`src/verilog/spfd_map.svh`:
```
// Offsets, field positions and reset values of the segment field decoder
`ifndef SPFD_MAP_SVH
`define SPFD_MAP_SVH

// ----------------------------------------------------------------
// Parameter indices of the drive
// ----------------------------------------------------------------
`define SPFD_CTRL_IDX    12'h804
`define SPFD_PULSE_IDX   12'h806
`define SPFD_RAMP_FIRST  12'h880
`define SPFD_RAMP_LAST   12'h887
`define SPFD_SPEED_FIRST 12'h888
`define SPFD_DELAY_FIRST 12'h890
`define SPFD_DELAY_LAST  12'h897

// ----------------------------------------------------------------
// Byte addresses on the register bus
// ----------------------------------------------------------------
`define SPFD_A_CTRL   16'h2010
`define SPFD_A_PULSE  16'h2018
`define SPFD_A_NEXT   16'h3000
`define SPFD_A_CMD    16'h3004
`define SPFD_A_SEG    16'h3008
`define SPFD_A_STATUS 16'h300C

// ----------------------------------------------------------------
// Control word fields (least significant bit of each)
// ----------------------------------------------------------------
`define SPFD_F_MODE 0
`define SPFD_F_INT  8
`define SPFD_F_ACC  12
`define SPFD_F_DEC  16
`define SPFD_F_SPD  20
`define SPFD_F_DLY  24
`define SPFD_F_OVL  31

// Command register bits
`define SPFD_C_START 0
`define SPFD_C_TRIG  1

// ----------------------------------------------------------------
// Reset values
// ----------------------------------------------------------------
`define SPFD_CTRL_RST  32'h00000000
`define SPFD_PULSE_RST 32'h00000000
`define SPFD_SEG_RST   6'h00

`endif

```
`src/verilog/spfd_pkg.sv`:
```
// Types shared by the segment field decoder files
`default_nettype none

package spfd_pkg;

	// Sequencer states
	typedef enum logic [1:0] {
		SPFD_ST_IDLE  = 2'b00,
		SPFD_ST_RUN   = 2'b01,
		SPFD_ST_DELAY = 2'b10
	} spfd_state_type;

	// Segment modes held in the low field of a control word
	typedef enum logic [3:0] {
		SPFD_M_SINGLE = 4'h0,
		SPFD_M_MULTI  = 4'h1,
		SPFD_M_SPEED  = 4'h2,
		SPFD_M_JUMP   = 4'h3
	} spfd_mode_type;

	// Decoded segment selection handed to the planner
	typedef struct packed {
		spfd_mode_type mode;
		logic          intr;
		logic          blend_en;
		logic          unit_pps;
		logic          delay_zero;
		logic          ramp_valid;
		logic          speed_valid;
		logic [11:0]   accel_idx;
		logic [11:0]   decel_idx;
		logic [11:0]   speed_idx;
		logic [11:0]   delay_idx;
		logic [11:0]   ref_idx;
	} spfd_sel_type;

	// Write request carried from the bus port into the data phase
	typedef struct packed {
		logic        en;
		logic [15:0] addr;
	} spfd_wreq_type;

endpackage

`default_nettype wire

```
`src/verilog/spfd_top.sv`:
```
// Segment profile field decoder with sequencer and register file
//
// Behaviour
// - interrupt bit of following segment, judged at trigger
// - overlap field 0 off, 1 on
// - blending: no stop, plan from present speed
// - no blending: finish, stop, then plan next
// - blending only for multiple position segments
// - blending forces inter-segment delay to zero
// - earlier segment's setting, blend at decel point
// - speed mode: field is unit, rpm or pps
// - 3-bit field picks acceleration time, not jump
// - 3-bit field picks deceleration time, not jump
// - 3-bit field picks run speed, position only
// - 3-bit field picks delay time, not jump
// - pulse count index is base plus four n
// - target speed index is base plus four n
// - speed unit from control word top bit
// - interrupt switches now, carries remaining distance
//
// Chosen here: the AHB-Lite interface to the registers.
`timescale 1ns/1ps
`default_nettype none
`include "spfd_map.svh"

module spfd_top (
	input  wire logic                  hclk,
	input  wire logic                  hresetn,
	input  wire logic                  hsel,
	input  wire logic [31:0]           haddr,
	input  wire logic [1:0]            htrans,
	input  wire logic                  hwrite,
	input  wire logic [2:0]            hsize,
	input  wire logic [31:0]           hwdata,
	input  wire logic                  hready,
	output logic                       hreadyout,
	output logic [31:0]                hrdata,
	output logic                       hresp,
	input  wire logic                  plan_decel_point,
	input  wire logic                  plan_seg_done,
	input  wire logic                  plan_delay_done,
	output logic                       seg_start,
	output logic                       carry_remainder,
	output logic                       blend_active,
	output logic                       stop_at_zero,
	output spfd_pkg::spfd_sel_type     seg_sel,
	output logic [5:0]                 seg_num,
	output logic [31:0]                seg0_value
);
	import spfd_pkg::*;

	// ----------------------------------------------------------------
	// Bus port
	// ----------------------------------------------------------------

	spfd_wreq_type wreq;
	logic [31:0]   rd_word;

	spfd_ahb_port u_port (
		.hclk      (hclk),
		.hresetn   (hresetn),
		.hsel      (hsel),
		.haddr     (haddr),
		.htrans    (htrans),
		.hwrite    (hwrite),
		.hsize     (hsize),
		.hready    (hready),
		.rd_word   (rd_word),
		.hrdata    (hrdata),
		.hreadyout (hreadyout),
		.hresp     (hresp),
		.wreq      (wreq)
	);

	// Address match, shared by write strobes and read mux
	function automatic logic addr_is(input logic [15:0] a, input logic [15:0] r);
		return a == r;
	endfunction

	// ----------------------------------------------------------------
	// Register file
	// ----------------------------------------------------------------

	logic [31:0] ctrl_word;
	logic [31:0] next_word;
	logic [5:0]  start_seg;
	logic [5:0]  next_seg;
	logic [31:0] next_ctrl_word;
	logic [31:0] next_next_word;
	logic [31:0] next_seg0_value;
	logic [5:0]  next_start_seg;
	logic [5:0]  next_next_seg;

	// Write strobes in the data phase
	wire wr_ctrl;
	wire wr_next;
	wire wr_pulse;
	wire wr_seg;
	wire wr_cmd;
	wire start_cmd;
	wire trig_cmd;
	assign wr_ctrl   = wreq.en && addr_is(wreq.addr, `SPFD_A_CTRL);
	assign wr_next   = wreq.en && addr_is(wreq.addr, `SPFD_A_NEXT);
	assign wr_pulse  = wreq.en && addr_is(wreq.addr, `SPFD_A_PULSE);
	assign wr_seg    = wreq.en && addr_is(wreq.addr, `SPFD_A_SEG);
	assign wr_cmd    = wreq.en && addr_is(wreq.addr, `SPFD_A_CMD);
	assign start_cmd = wr_cmd && hwdata[`SPFD_C_START];
	assign trig_cmd  = wr_cmd && hwdata[`SPFD_C_TRIG];

	// Next register values; the read mux sees them so a read right after a write is fresh
	assign next_ctrl_word  = wr_ctrl ? hwdata : ctrl_word;
	assign next_next_word  = wr_next ? hwdata : next_word;
	assign next_seg0_value = wr_pulse ? hwdata : seg0_value;
	assign next_start_seg  = wr_seg ? hwdata[5:0] : start_seg;
	assign next_next_seg   = wr_seg ? hwdata[13:8] : next_seg;

	// Register storage
	always_ff @(posedge hclk or negedge hresetn) begin
		if (!hresetn) begin
			ctrl_word  <= `SPFD_CTRL_RST;
			next_word  <= `SPFD_CTRL_RST;
			seg0_value <= `SPFD_PULSE_RST;
			start_seg  <= `SPFD_SEG_RST;
			next_seg   <= `SPFD_SEG_RST;
		end else begin
			ctrl_word  <= next_ctrl_word;
			next_word  <= next_next_word;
			seg0_value <= next_seg0_value;
			start_seg  <= next_start_seg;
			next_seg   <= next_next_seg;
		end
	end

	// ----------------------------------------------------------------
	// Field decode of the first and the following segment
	// ----------------------------------------------------------------

	spfd_sel_type first_sel;
	spfd_sel_type follow_sel;

	spfd_field_decode u_dec_first (
		.word (ctrl_word),
		.seg  (start_seg),
		.sel  (first_sel)
	);

	spfd_field_decode u_dec_follow (
		.word (next_word),
		.seg  (next_seg),
		.sel  (follow_sel)
	);

	// ----------------------------------------------------------------
	// Segment sequencer
	// ----------------------------------------------------------------

	spfd_state_type state;
	spfd_state_type next_state;
	spfd_sel_type   next_seg_sel;
	logic [5:0]     next_seg_num;
	logic           trig_pend;
	logic           next_trig_pend;

	// State classes and continuation
	wire in_idle;
	wire in_run;
	wire in_dly;
	wire cont;
	assign in_idle = (state == SPFD_ST_IDLE);
	assign in_run  = (state == SPFD_ST_RUN);
	assign in_dly  = (state == SPFD_ST_DELAY);
	assign cont    = (seg_sel.mode == SPFD_M_MULTI) || trig_pend;

	// Switch causes, interrupt first
	wire load_first;
	wire do_int;
	wire do_jump;
	wire do_blend;
	wire done_go;
	wire done_stop;
	wire delay_go;
	wire sw;
	assign load_first = in_idle && start_cmd;
	assign do_int     = (in_run || in_dly) && trig_cmd && follow_sel.intr;
	assign do_jump    = in_run && (seg_sel.mode == SPFD_M_JUMP);
	assign do_blend   = in_run && plan_decel_point && seg_sel.blend_en && cont;
	assign done_go    = in_run && plan_seg_done && cont;
	assign done_stop  = in_run && plan_seg_done && !cont;
	assign delay_go   = in_dly && plan_delay_done;
	assign sw         = do_int || do_jump || do_blend || (done_go && seg_sel.delay_zero)
		|| delay_go;

	// Next state
	always_comb begin
		next_state = state;
		unique case (state)
			SPFD_ST_IDLE: begin
				if (load_first) begin
					next_state = SPFD_ST_RUN;
				end
			end
			SPFD_ST_RUN: begin
				if (sw) begin
					next_state = SPFD_ST_RUN;
				end else if (done_go) begin
					next_state = SPFD_ST_DELAY;
				end else if (done_stop) begin
					next_state = SPFD_ST_IDLE;
				end
			end
			SPFD_ST_DELAY: begin
				if (sw) begin
					next_state = SPFD_ST_RUN;
				end
			end
			default: begin
				next_state = SPFD_ST_IDLE;
			end
		endcase
	end

	// Selection taken on a segment switch
	assign next_seg_sel = load_first ? first_sel : (sw ? follow_sel : seg_sel);
	assign next_seg_num = load_first ? start_seg : (sw ? next_seg : seg_num);

	// Pending trigger: a new trigger wins over the clear by a switch
	assign next_trig_pend = (trig_cmd && !do_int && !in_idle)
		|| (trig_pend && !sw && (next_state != SPFD_ST_IDLE));

	// Sequencer registers
	always_ff @(posedge hclk or negedge hresetn) begin
		if (!hresetn) begin
			state           <= SPFD_ST_IDLE;
			seg_sel         <= '0;
			seg_num         <= 6'h00;
			trig_pend       <= 1'b0;
			seg_start       <= 1'b0;
			carry_remainder <= 1'b0;
		end else begin
			state           <= next_state;
			seg_sel         <= next_seg_sel;
			seg_num         <= next_seg_num;
			trig_pend       <= next_trig_pend;
			seg_start       <= load_first || sw;
			carry_remainder <= do_int;
		end
	end

	// Speed profile levels for the planner
	assign blend_active = in_run && seg_sel.blend_en;
	assign stop_at_zero = in_run && !seg_sel.blend_en;

	// ----------------------------------------------------------------
	// Read mux
	// ----------------------------------------------------------------

	wire [15:0] ra;
	wire [31:0] status_word;
	assign ra          = haddr[15:0];
	assign status_word = {18'h00000, seg_num, 4'h0, blend_active, trig_pend, state};
	assign rd_word =
		addr_is(ra, `SPFD_A_CTRL)   ? next_ctrl_word :
		addr_is(ra, `SPFD_A_NEXT)   ? next_next_word :
		addr_is(ra, `SPFD_A_PULSE)  ? next_seg0_value :
		addr_is(ra, `SPFD_A_SEG)    ? {18'h00000, next_next_seg, 2'b00, next_start_seg} :
		addr_is(ra, `SPFD_A_STATUS) ? status_word : 32'h00000000;
endmodule
`default_nettype wire

```
`src/verilog/spfd_field_decode.sv`:
```
// Decoder of one segment control word into parameter selections
`timescale 1ns/1ps
`default_nettype none
`include "spfd_map.svh"

module spfd_field_decode (
	input  wire logic [31:0]          word,
	input  wire logic [5:0]           seg,
	output spfd_pkg::spfd_sel_type    sel
);
	import spfd_pkg::*;

	// Mode classes
	spfd_mode_type mode;
	wire           pos;
	wire           spd;
	wire           ramp_ok;
	wire [11:0]    seg_x4;
	assign mode    = spfd_mode_type'(word[`SPFD_F_MODE +: 4]);
	assign pos     = (mode == SPFD_M_SINGLE) || (mode == SPFD_M_MULTI);
	assign spd     = (mode == SPFD_M_SPEED);
	assign ramp_ok = pos || spd;
	assign seg_x4  = {4'h0, seg, 2'b00};

	// Field decode; jump mode leaves every index at zero
	assign sel.mode        = mode;
	assign sel.intr        = word[`SPFD_F_INT];
	assign sel.blend_en    = (mode == SPFD_M_MULTI) && word[`SPFD_F_OVL];
	assign sel.unit_pps    = spd && word[`SPFD_F_OVL];
	assign sel.delay_zero  = sel.blend_en;
	assign sel.ramp_valid  = ramp_ok;
	assign sel.speed_valid = pos;
	assign sel.accel_idx   = ramp_ok ? `SPFD_RAMP_FIRST + {9'h000, word[`SPFD_F_ACC +: 3]}
		: 12'h000;
	assign sel.decel_idx   = ramp_ok ? `SPFD_RAMP_FIRST + {9'h000, word[`SPFD_F_DEC +: 3]}
		: 12'h000;
	assign sel.speed_idx   = pos ? `SPFD_SPEED_FIRST + {9'h000, word[`SPFD_F_SPD +: 3]}
		: 12'h000;
	assign sel.delay_idx   = ramp_ok ? `SPFD_DELAY_FIRST + {9'h000, word[`SPFD_F_DLY +: 3]}
		: 12'h000;
	assign sel.ref_idx     = pos ? `SPFD_PULSE_IDX + seg_x4
		: spd ? `SPFD_CTRL_IDX + seg_x4 : 12'h000;

endmodule
`default_nettype wire

```
`src/verilog/spfd_ahb_port.sv`:
```
// AHB-Lite slave port: address phase capture and read data register
`timescale 1ns/1ps
`default_nettype none

module spfd_ahb_port (
	input  wire logic                  hclk,
	input  wire logic                  hresetn,
	input  wire logic                  hsel,
	input  wire logic [31:0]           haddr,
	input  wire logic [1:0]            htrans,
	input  wire logic                  hwrite,
	input  wire logic [2:0]            hsize,
	input  wire logic                  hready,
	input  wire logic [31:0]           rd_word,
	output logic [31:0]                hrdata,
	output logic                       hreadyout,
	output logic                       hresp,
	output spfd_pkg::spfd_wreq_type    wreq
);
	import spfd_pkg::*;

	// Address phase qualification; upper address bits must be zero
	wire take;
	wire hit;
	wire word_sz;
	assign take    = hsel && hready && htrans[1];
	assign hit     = (haddr[31:16] == 16'h0000);
	assign word_sz = (hsize == 3'h2);

	// Zero wait states, always OKAY
	assign hreadyout = 1'b1;
	assign hresp     = 1'b0;

	// Capture write request and read data at the address phase edge
	always_ff @(posedge hclk or negedge hresetn) begin
		if (!hresetn) begin
			wreq   <= '0;
			hrdata <= 32'h00000000;
		end else begin
			wreq.en   <= take && hwrite && hit && word_sz;
			wreq.addr <= haddr[15:0];
			hrdata    <= (take && !hwrite && hit) ? rd_word : 32'h00000000;
		end
	end

endmodule
`default_nettype wire

```
`config.mk`:
```
export PLATFORM = sky130hd
export DESIGN_NAME = spfd_top
export DESIGN_NICKNAME = d
export VERILOG_FILES = /design/src/verilog/spfd_pkg.sv /design/src/verilog/spfd_top.sv /design/src/verilog/spfd_field_decode.sv /design/src/verilog/spfd_ahb_port.sv
export VERILOG_INCLUDE_DIRS = /design/src /design/src/verilog
export SDC_FILE = /design/constraint.sdc
export NUM_CORES = 1
export LEC_CHECK = 0
export BUFFER_PORTS_ARGS = -buffer_cell sky130_fd_sc_hd__buf_2
export CORE_ASPECT_RATIO = 1.4
export CORE_UTILIZATION = 40
export CTS_BUF_LIST = sky130_fd_sc_hd__clkbuf_4
export CTS_CLUSTER_DIAMETER = 40
export DETAILED_ROUTE_END_ITERATION = 10
export PLACE_DENSITY = 0.72
export REMOVE_ABC_BUFFERS = 1
export SLEW_MARGIN = 20
export SYNTH_ARGS = -nofsm -noshare
export SYNTH_HDL_FRONTEND = slang
export SYNTH_SLANG_ARGS = --single-unit
```
`constraint.sdc`:
```
create_clock -name hclk -period 2.5 [get_ports hclk]
set_input_delay 0.5 -clock hclk [delete_from_list [all_inputs] [get_ports hclk]]
set_output_delay 0.5 -clock hclk [all_outputs]
set_load 0.02 [all_outputs]
```
==> results of run 1 <==
## flip-flops by register name, indices dropped and copies added (netlist names)
register / cells
seg_start: 1
seg0_value: 32
trig_pend: 1
next_word: 32
start_seg: 6
u_port.hrdata: 32
seg_sel: 29
u_port.wreq: 17
state: 2
next_seg: 6
ctrl_word: 32
carry_remainder: 1
seg_num: 6
## power by group
part           internal [uW]  switching [uW]
combinational            808            1240
clock                    906            1100
sequential              3480             224
total                   5200            2560
## per-stage QoR
step	setup TNS (ns)	cell area [sq um]	power [uW]	setup slack [ns]
2_1_floorplan	-74.70	8290	4720	-1.01
3_3_place_gp	-5.55	10100	5450	-0.171
3_5_place_dp	-8.09	10100	5500	-0.223
4_1_cts	-4.91	10800	7560	-0.142
5_1_grt	-4.66	11400	8140	-0.153
6_report	-1.14	11400	7750	-0.0894
## cells in the mapped netlist (2+ instances only)
master	n	area share
a21o_1	3	0.0026
a21oi_1	37	0.021
a221oi_1	8	0.0081
a222oi_1	23	0.027
a22oi_1	15	0.013
a31oi_1	8	0.0058
a41oi_1	2	0.0020
and2_1	3	0.0022
and3_1	3	0.0022
buf_2	7	0.0040
buf_4	44	0.038
buf_6	2	0.0026
clkbuf_1	26	0.011
conb_1	2	0.00086
dfrtp_1	197	0.57
ha_1	6	0.0086
inv_1	6	0.0026
mux2_2	98	0.13
mux2_4	10	0.017
mux2i_1	11	0.013
nand2_1	27	0.012
nand2b_1	2	0.0014
nand3_1	15	0.0086
nand4_1	8	0.0058
nand4b_1	3	0.0030
nor2_1	68	0.029
nor2b_1	5	0.0036
nor3_1	10	0.0058
nor4_1	7	0.0050
nor4b_1	3	0.0030
o211ai_1	3	0.0026
o21a_1	3	0.0026
o21ai_0	13	0.0075
o221ai_1	2	0.0020
o2bb2ai_1	3	0.0030
or2_2	2	0.0014
or3_1	5	0.0036
or4_1	2	0.0017
xnor2_1	6	0.0061
xor2_1	2	0.0020
## worst max-delay path: stages (launching register included)
cell and delay (ns):
dfrtp_1 0.38, or4b_4 0.55, or2_4 0.25, buf_6 0.13, nor3_4 0.11, buf_6 0.18
buf_8 0.15, mux2_4 0.31, a222oi_1 0.34, nor2_1 0.08
## final cells by class
cell class | count | area, sq um
fill | 1777 | 9770
sequential | 197 | 4930
multi-input combinational | 459 | 3760
timing repair buffer | 287 | 2040
tap | 260 | 325
clock inverter | 15 | 228
clock buffer | 17 | 128
inverter | 6 | 22.5
antenna | 1 | 2.50
## timing repair
item,in CTS,in global routing
setup endpoints to repair,68,69
resized for setup,45,81
hold buffers,13,0
pin swaps,31,36
buffers inserted,4,13
cloned,3,8
endpoints found under the hold margin,75,0
## how the worst max path moves through the flow
stage / start / end / slack [ns] / cells after the start
after floorplan: u_port.wreq[5] / seg_sel[2] / -1.01 / 6
after global placement: u_port.wreq[5] / u_port.hrdata[29] / -0.17 / 7
after detailed placement: u_port.wreq[5] / u_port.hrdata[15] / -0.22 / 7
after CTS: u_port.wreq[6] / u_port.hrdata[17] / -0.14 / 9
after global routing: u_port.wreq[5] / u_port.hrdata[22] / -0.15 / 8
final: u_port.wreq[5] / u_port.hrdata[15] / -0.09 / 9
## routing by layer
metal / up-vias / track usage
li1: 3039 / -
met1: 3498 / 0.249
met2: 250 / 0.397
met3: 59 / 0.0439
met4: 0 / 0.101
met5: - / 0
## cell families (layout without fill, tap and decap cells)
group	Yosys count	count (layout)	synth area share
other	2	32	0.000865
AOI/OAI and AO/OA	123	123	0.0999
buffers and inverters	87	325	0.0607
xor gates and xnor gates	8	8	0.00807
muxes	119	119	0.157
and+or+nand+nor	171	172	0.0971
DFF	197	197	0.568
adders and majority gates	6	6	0.00865
==> flow_summary.json, run 1 <==
{
  "outcome": "finished, violations left",
  "violations": "negative setup slack",
  "hold_path.class": "input port to flip-flop",
  "grt_pass1_wl_microns": 37100,
  "layout.cells.non_filler": 1242,
  "antenna_found_initial": 1,
  "die_y_microns": 176,
  "dieArea_sq_um": 22300,
  "mostFrequentLayoutCell": "dfrtp_1",
  "coreArea_sq_um": 21200,
  "drt_iter0_markers": 527,
  "synth_area_sq_um": 8680,
  "critPathKind": "flip-flop to flip-flop",
  "cp_max_fo": 5,
  "fmax_mhz": 386,
  "timing.hold.ws_ns": 0.0684,
  "rsz0062_at_grt": "yes",
  "finClkSkew_ns": 0.0282,
  "crit_path_end_kind": "flip-flop",
  "utilization": 0.539,
  "rrSetupSlack_ns": -0.09,
  "numCtsBuffers": 17,
  "wirelength_met1_microns": 9990,
  "worstPathRequired_ns": 2.97,
  "antenna_left": 0,
  "postSynth.asyncResetShare": 1.00,
  "via_per_inst": 5.51,
  "top_layer": "met4",
  "die_w_microns": 127,
  "dp_cells": 1168,
  "maxSlewViolCount": 0,
  "min_to": "u_port.wreq[4]",
  "synth_edf_count": 0,
  "track_usage": 0.220,
  "rows": 63,
  "drtPass1Iterations": 5,
  "clk_latency_ns": 0.58,
  "synth_flop_cell": "dfrtp_1",
  "avgSynthCellArea_sq_um": 12.2,
  "cts_tree": "yes",
  "min_period_ns": 2.59,
  "cts_max_level": 4,
  "ys_ff_latch": 197,
  "drc": 0,
  "root_buffer": "clkbuf_4",
  "timing.rr.end": "u_port.hrdata[15]",
  "tightest_slew_ns": 0.591,
  "hpwl_microns": 16400,
  "min-delay-start": "haddr[4]",
  "crit_path_start_kind": "flip-flop",
  "vias": 6846,
  "yosysWarningCount": 0,
  "worstRegToRegCells": 9,
  "r2r-start": "u_port.wreq[5]",
  "wl_per_cell_microns": 20.4,
  "ys_types": 53,
  "final_nets": 1051,
  "syn2layout_area_growth_pct": 31.7,
  "io_pins": 223,
  "grt_pass1_vias": 6814,
  "grt_max_degree": 70,
  "wl_met3_microns": 1270,
  "setup_viol": 43,
  "port_buffers": 190,
  "drt_wl_total_microns": 25300,
  "drive_above_1_share": 0.486,
  "leakage_uw": 0.00555,
  "cap_violations": 0,
  "slew_headroom": 0.606,
  "clkSinkCount": 197,
  "mostFrequentLayoutCells": "dfrtp_1, buf_2, mux2_2",
  "dr_wl_met2_microns": 13000,
  "path_clk_slew_ns": 0.15,
  "vdd_drop_max_v": 0.000375,
  "initial_core_util": 0.410,
  "cts_buffer_depth": 2,
  "hold_depth": 1,
  "fin_ws_ns": -0.0894,
  "hold_viol_final": 0,
  "gp_congestion": 0.809,
  "grt_overflow_total": 0,
  "power_density_nw_per_um2": 678,
  "period_share": 1.04,
  "synthCells": 713,
  "cp_data_arrival_time_ns": 3.06,
  "seq_area_frac_synth": 0.568
}
(Power assumes the default switching activity.)
==> inputs of run 2 (changes only) <==
--- a/config.mk
+++ b/config.mk
@@ -8,11 +8,11 @@
 export LEC_CHECK = 0
 export BUFFER_PORTS_ARGS = -buffer_cell sky130_fd_sc_hd__buf_2
 export CORE_ASPECT_RATIO = 1.4
-export CORE_UTILIZATION = 40
+export CORE_UTILIZATION = 50
 export CTS_BUF_LIST = sky130_fd_sc_hd__clkbuf_4
 export CTS_CLUSTER_DIAMETER = 40
 export DETAILED_ROUTE_END_ITERATION = 10
-export PLACE_DENSITY = 0.72
+export PLACE_DENSITY = 0.85
 export REMOVE_ABC_BUFFERS = 1
 export SLEW_MARGIN = 20
 export SYNTH_ARGS = -nofsm -noshare
==> run 2 against run 1 <==
Total power decreased by 4.5%. Sequential power increased by 2%. Sequential cell count unchanged. Maximum frequency decreased by 2.4%. Sequential share of layout area increased by 0.56 points. Global-route usage increased by 5.1 points. Worst hold slack got worse by 0.018 ns. Combinational power increased by 6%. The flow still finishes with violations (negative setup slack). Wire length decreased by 2.3%.
==> flow_summary.json, run 2 (same netlist as run 1, synthesis figures left out) <==
{
  "min_period_ns": 2.65,
  "die_y_microns": 158,
  "antenna_left": 0,
  "via_per_inst": 5.78,
  "hold_depth": 1,
  "rsz0062_at_grt": "yes",
  "die_w_microns": 113,
  "grt_pass1_vias": 6926,
  "rows": 56,
  "numCtsBuffers": 17,
  "gp_congestion": 0.852,
  "track_usage": 0.271,
  "dr_wl_met2_microns": 13000,
  "setup_tns_ns": -4.29,
  "worstRegToRegCells": 9,
  "fin_area_sq_um": 11300,
  "mostFrequentLayoutCell": "dfrtp_1",
  "drtPass1Iterations": 7,
  "coreArea_sq_um": 16900,
  "dieArea_sq_um": 17900,
  "cts_tree": "yes",
  "initial_core_util": 0.514,
  "top_layer": "met4",
  "vias": 6928,
  "worstPathRequired_ns": 2.98,
  "hpwl_microns": 15500,
  "dpl_worst_slack_ns": -0.198,
  "hold_path.class": "input port to flip-flop",
  "outcome": "finished, violations left",
  "maxSlewViolCount": 0,
  "cp_data_arrival_time_ns": 3.13,
  "cts_max_level": 4,
  "fmax_mhz": 377,
  "fin_ws_ns": -0.153,
  "wirelength_met1_microns": 9080,
  "leakage_uw": 0.00543,
  "drive_above_1_share": 0.496,
  "fillerInstances": 1220,
  "timing.hold.ws_ns": 0.0506,
  "cp_max_fo": 6,
  "syn2layout_area_growth_pct": 30.0,
  "layout.cells.non_filler": 1199,
  "period_share": 1.06,
  "crit_path_start_kind": "flip-flop",
  "dpl_cell_area_sq_um": 10100,
  "finClkSkew_ns": 0.0249,
  "vdd_drop_max_v": 0.000370,
  "path_clk_slew_ns": 0.15,
  "grt_max_degree": 61,
  "port_buffers": 190,
  "setup_viol": 53,
  "io_pins": 223,
  "clk_latency_ns": 0.59,
  "critPathKind": "flip-flop to flip-flop",
  "cts_buffer_depth": 2,
  "drt_wl_total_microns": 24700,
  "cap_violations": 0,
  "wl_met3_microns": 1540,
  "root_buffer": "clkbuf_4",
  "dp_cells": 1129,
  "hold_viol_final": 0,
  "grt_pass1_wl_microns": 36500,
  "power_density_nw_per_um2": 656,
  "violations": "negative setup slack",
  "clkSinkCount": 197,
  "antenna_found_initial": 1,
  "crit_path_end_kind": "flip-flop",
  "tightest_slew_ns": 0.766,
  "drc": 0,
  "grt_overflow_total": 0,
  "mostFrequentLayoutCells": "dfrtp_1, buf_2, mux2_2",
  "wl_per_cell_microns": 20.6,
  "drt_iter0_markers": 596,
  "slew_headroom": 0.486,
  "final_nets": 1037
}
==> run 2: area by class of cell <==
| cell class | instances | area [sq um] | area share |
|---|---|---|---|
| Clock buffer | 20 | 150 | 0.0133 |
| Clock inverter | 11 | 62.6 | 0.00554 |
| Sequential cell | 197 | 4930 | 0.437 |
| Tap cell | 232 | 290 | 0.0257 |
| Multi-Input combinational cell | 458 | 3840 | 0.340 |
| Timing Repair Buffer | 274 | 1990 | 0.176 |
| Antenna cell | 1 | 2.50 | 0.000222 |
| Inverter | 6 | 22.5 | 0.00200 |
==> run 2: repair_timing <==
action,CTS,global route
hold endpoints to repair,65,1
cloned,4,3
setup endpoints to repair,69,69
resized for setup,39,109
pin swaps,18,16
buffers inserted,8,11
hold buffers,13,1
==> run 2: final timing paths <==
kind | start | endpoint | slack (ns)
max in group asynchronous | hresetn | trig_pend | 1.35
worst max-delay path | u_port.wreq[5] | seg_sel[2] | -0.15
worst min-delay path | haddr[12] | u_port.wreq[12] | 0.05
worst max register to register | u_port.wreq[5] | seg_sel[2] | -0.15
min in group asynchronous | hresetn | seg0_value[13] | 0.42
worst min register to register | seg_sel[11] | seg_sel[11] | 0.51
==> run 2: report_power, final <==
group          internal (uW)  total, uW  switching [uW]  leakage (uW)
sequential              3480       3770             290       0.00259
clock                    406       1450            1040      0.000117
combinational            897       2180            1290       0.00273
total                   4790       7400            2620       0.00543
==> run 2: critical path, stage by stage, from the launching register on <==
cell,delay (ns)
dfrtp_1,0.40
or4b_4,0.55
or2_4,0.25
buf_6,0.13
or4_4,0.59
nand3_4,0.18
buf_12,0.15
buf_6,0.10
o221ai_2,0.07
o21a_1,0.12
==> run 2: layer usage <==
metal,track usage,vias to the layer above
li1,-,3014
met1,0.311,3508
met2,0.480,327
met3,0.0593,79
met4,0.130,0
met5,0,-
==> run 2: per-stage QoR <==
| step | power [uW] | util |
|---|---|---|
| after global routing | 7760 | 0.668 |
| after CTS | 7020 | 0.634 |
| final | 7400 | 0.668 |
| after floorplan | 4720 | - |
| after global placement | 5430 | 0.596 |
| after detailed placement | 5490 | 0.596 |
==> inputs of run 3 (changes only) <==
--- a/config.mk
+++ b/config.mk
@@ -13,6 +13,7 @@
 export CTS_CLUSTER_DIAMETER = 40
 export DETAILED_ROUTE_END_ITERATION = 10
 export PLACE_DENSITY = 0.85
+export RECOVER_POWER = 25
 export REMOVE_ABC_BUFFERS = 1
 export SLEW_MARGIN = 20
 export SYNTH_ARGS = -nofsm -noshare
==> run 3 against run 2 <==
The run still ends with negative setup slack left. Combinational power hardly changed. Sequential cell count unchanged. Non-clock buffer count did not move. Setup slack improved by 0.0099 ns. Clock power is essentially flat. Sequential power hardly changed. Core utilization shrank 0.24 points. Via count down 0.39%. Final cell count unchanged. Cell area decreased by 0.37%. Die area unchanged. Count of clock-buffer cells in the layout unchanged.
==> flow_summary.json, run 3 (same netlist as run 1, synthesis figures left out) <==
{
  "outcome": "finished, violations left",
  "violations": "negative setup slack",
  "mostFrequentLayoutCells": "dfrtp_1, buf_2, mux2_2",
  "antenna_left": 0,
  "cap_violations": 0,
  "dpl_cell_area_sq_um": 10100,
  "finClkSkew_ns": 0.0275,
  "syn2layout_area_growth_pct": 29.5,
  "grt_pass1_vias": 6926,
  "fmax_mhz": 378,
  "dieArea_sq_um": 17900,
  "coreArea_sq_um": 16900,
  "power_density_nw_per_um2": 657,
  "clkSinkCount": 197,
  "comb_power_share": 0.294,
  "cp_max_fo": 6,
  "wl_met3_microns": 1500,
  "leakage_uw": 0.00538,
  "via_per_inst": 5.76,
  "crit_path_max_incr_delay_ns": 0.59,
  "clkPwrFrac": 0.195,
  "total_power_uw": 7390,
  "initial_core_util": 0.514,
  "drt_iter0_markers": 627,
  "cp_data_arrival_time_ns": 3.11,
  "fin_area_sq_um": 11200,
  "path_clk_slew_ns": 0.15,
  "crit_path_end_kind": "flip-flop",
  "worstPathRequired_ns": 2.97,
  "mostFrequentLayoutCell": "dfrtp_1",
  "cts_tree": "yes",
  "die_y_microns": 158,
  "numCtsBuffers": 17,
  "vdd_drop_max_v": 0.000370,
  "gp_congestion": 0.852,
  "fin_ws_ns": -0.143,
  "rsz0062_at_grt": "yes",
  "tightest_slew_ns": 1.39,
  "grt_pass1_wl_microns": 36500,
  "hold_depth": 1,
  "min-delay-start": "haddr[12]",
  "final_nets": 1037,
  "crit_path_start_kind": "flip-flop",
  "wl_per_cell_microns": 20.6,
  "grt_max_degree": 61,
  "setup_tns_ns": -4.06,
  "seqPwrFrac": 0.511,
  "p_int_uw": 4780,
  "worstRegToRegCells": 9,
  "drtPass1Iterations": 5,
  "hold_viol_final": 0,
  "vias": 6901,
  "grt_overflow_total": 0,
  "rows": 56,
  "switchingPower_uw": 2610,
  "setup_viol": 54,
  "slowest_stage": "or4_4",
  "cts_buffer_depth": 2,
  "min_period_ns": 2.64,
  "crit_top_cell": "buf_6",
  "cts_max_level": 4,
  "hpwl_microns": 15500,
  "path_buf_inv": 3,
  "root_buffer": "clkbuf_4",
  "clk_latency_ns": 0.59,
  "drc": 0,
  "slew_headroom": 0.0729,
  "critPathKind": "flip-flop to flip-flop",
  "crit_start": "u_port.wreq[5]",
  "antenna_found_initial": 1,
  "timing.critical_path.cells": "or4b_4 -> or2_4 -> buf_6 -> or4_4 -> nand3_4 -> buf_12 -> buf_6 -> o221ai_2 -> o21a_1",
  "maxSlewViolCount": 0,
  "period_share": 1.06,
  "dr_wl_met2_microns": 13100,
  "top_layer": "met4",
  "timing.rr.end": "seg_sel[2]",
  "hold_path.class": "input port to flip-flop",
  "wirelength_met1_microns": 9170,
  "track_usage": 0.271,
  "crit_family": "simple AND/OR/NAND/NOR gates",
  "r2r-start": "u_port.wreq[5]",
  "port_buffers": 190,
  "drt_wl_total_microns": 24700,
  "rrSetupSlack_ns": -0.14,
  "drive_above_1_share": 0.479,
  "min_to": "u_port.wreq[12]",
  "switching_share": 0.353,
  "die_w_microns": 113,
  "io_pins": 223
}
[run 3: changes by cell type in the layout (fill, tap and decap cells not counted)]
cell / previous run / this run
buf_2: 189 / 173
clkbuf_1: 0 / 16
buf_12: 17 / 16
clkbuf_2: 0 / 1
clkbuf_4: 20 / 21
clkbuf_8: 1 / 0
[run 3: area by class of cell]
type | count | area [sq um]
diodes | 1 | 2.50
clock buffers | 20 | 150
clock inverters | 11 | 62.6
fillers | 1231 | 5640
inverters | 6 | 22.5
multi-input cells | 458 | 3840
flip-flops and latches | 197 | 4930
well taps | 232 | 290
repair buffers | 274 | 1950
[run 3: power by group through the flow]
| stage | combinational [uW] | clock [uW] | sequential [uW] |
|---|---|---|---|
| final | 2180 | 1440 | 3770 |
| after global routing | 2330 | 1610 | 3810 |
| after CTS | 1860 | 1470 | 3700 |
| after detailed placement | 1730 | 0 | 3760 |
| after global placement | 1690 | 0 | 3750 |
| after floorplan | 562 | 0 | 4160 |
[run 3: per-layer routing]
layer / up-vias / GRT usage
li1: 3016 / -
met1: 3486 / 0.311
met2: 337 / 0.480
met3: 62 / 0.0593
met4: 0 / 0.130
met5: - / 0
[run 3: repair_timing]
| item | in CTS | in global routing |
|---|---|---|
| cloned | 4 | 3 |
| pin swaps | 18 | 16 |
| buffers inserted | 8 | 11 |
| gates resized for setup | 39 | 109 |
| hold endpoints to repair | 65 | 1 |
| endpoints found under the setup margin | 69 | 69 |
| hold buffers | 13 | 1 |
[run 3: worst max path at each step]
stage,to,cells after the start
2_1_floorplan,seg_sel[2],6
3_3_place_gp,u_port.hrdata[29],7
3_5_place_dp,u_port.hrdata[6],7
4_1_cts,u_port.hrdata[6],7
5_1_grt,u_port.hrdata[28],7
6_report,seg_sel[2],9
[run 3: through the flow]
step / setup WS, ns / cells / utilization / hold slack, ns
floorplan: -1.01 / 661 / - / 0.204
global placement: -0.128 / 1129 / 0.596 / 0.474
detailed placement: -0.198 / 1129 / 0.596 / 0.477
CTS: -0.135 / 1185 / 0.634 / 0.00256
global route: -0.231 / 1199 / 0.666 / 0.00846
finish: -0.143 / 1199 / 0.666 / 0.0702
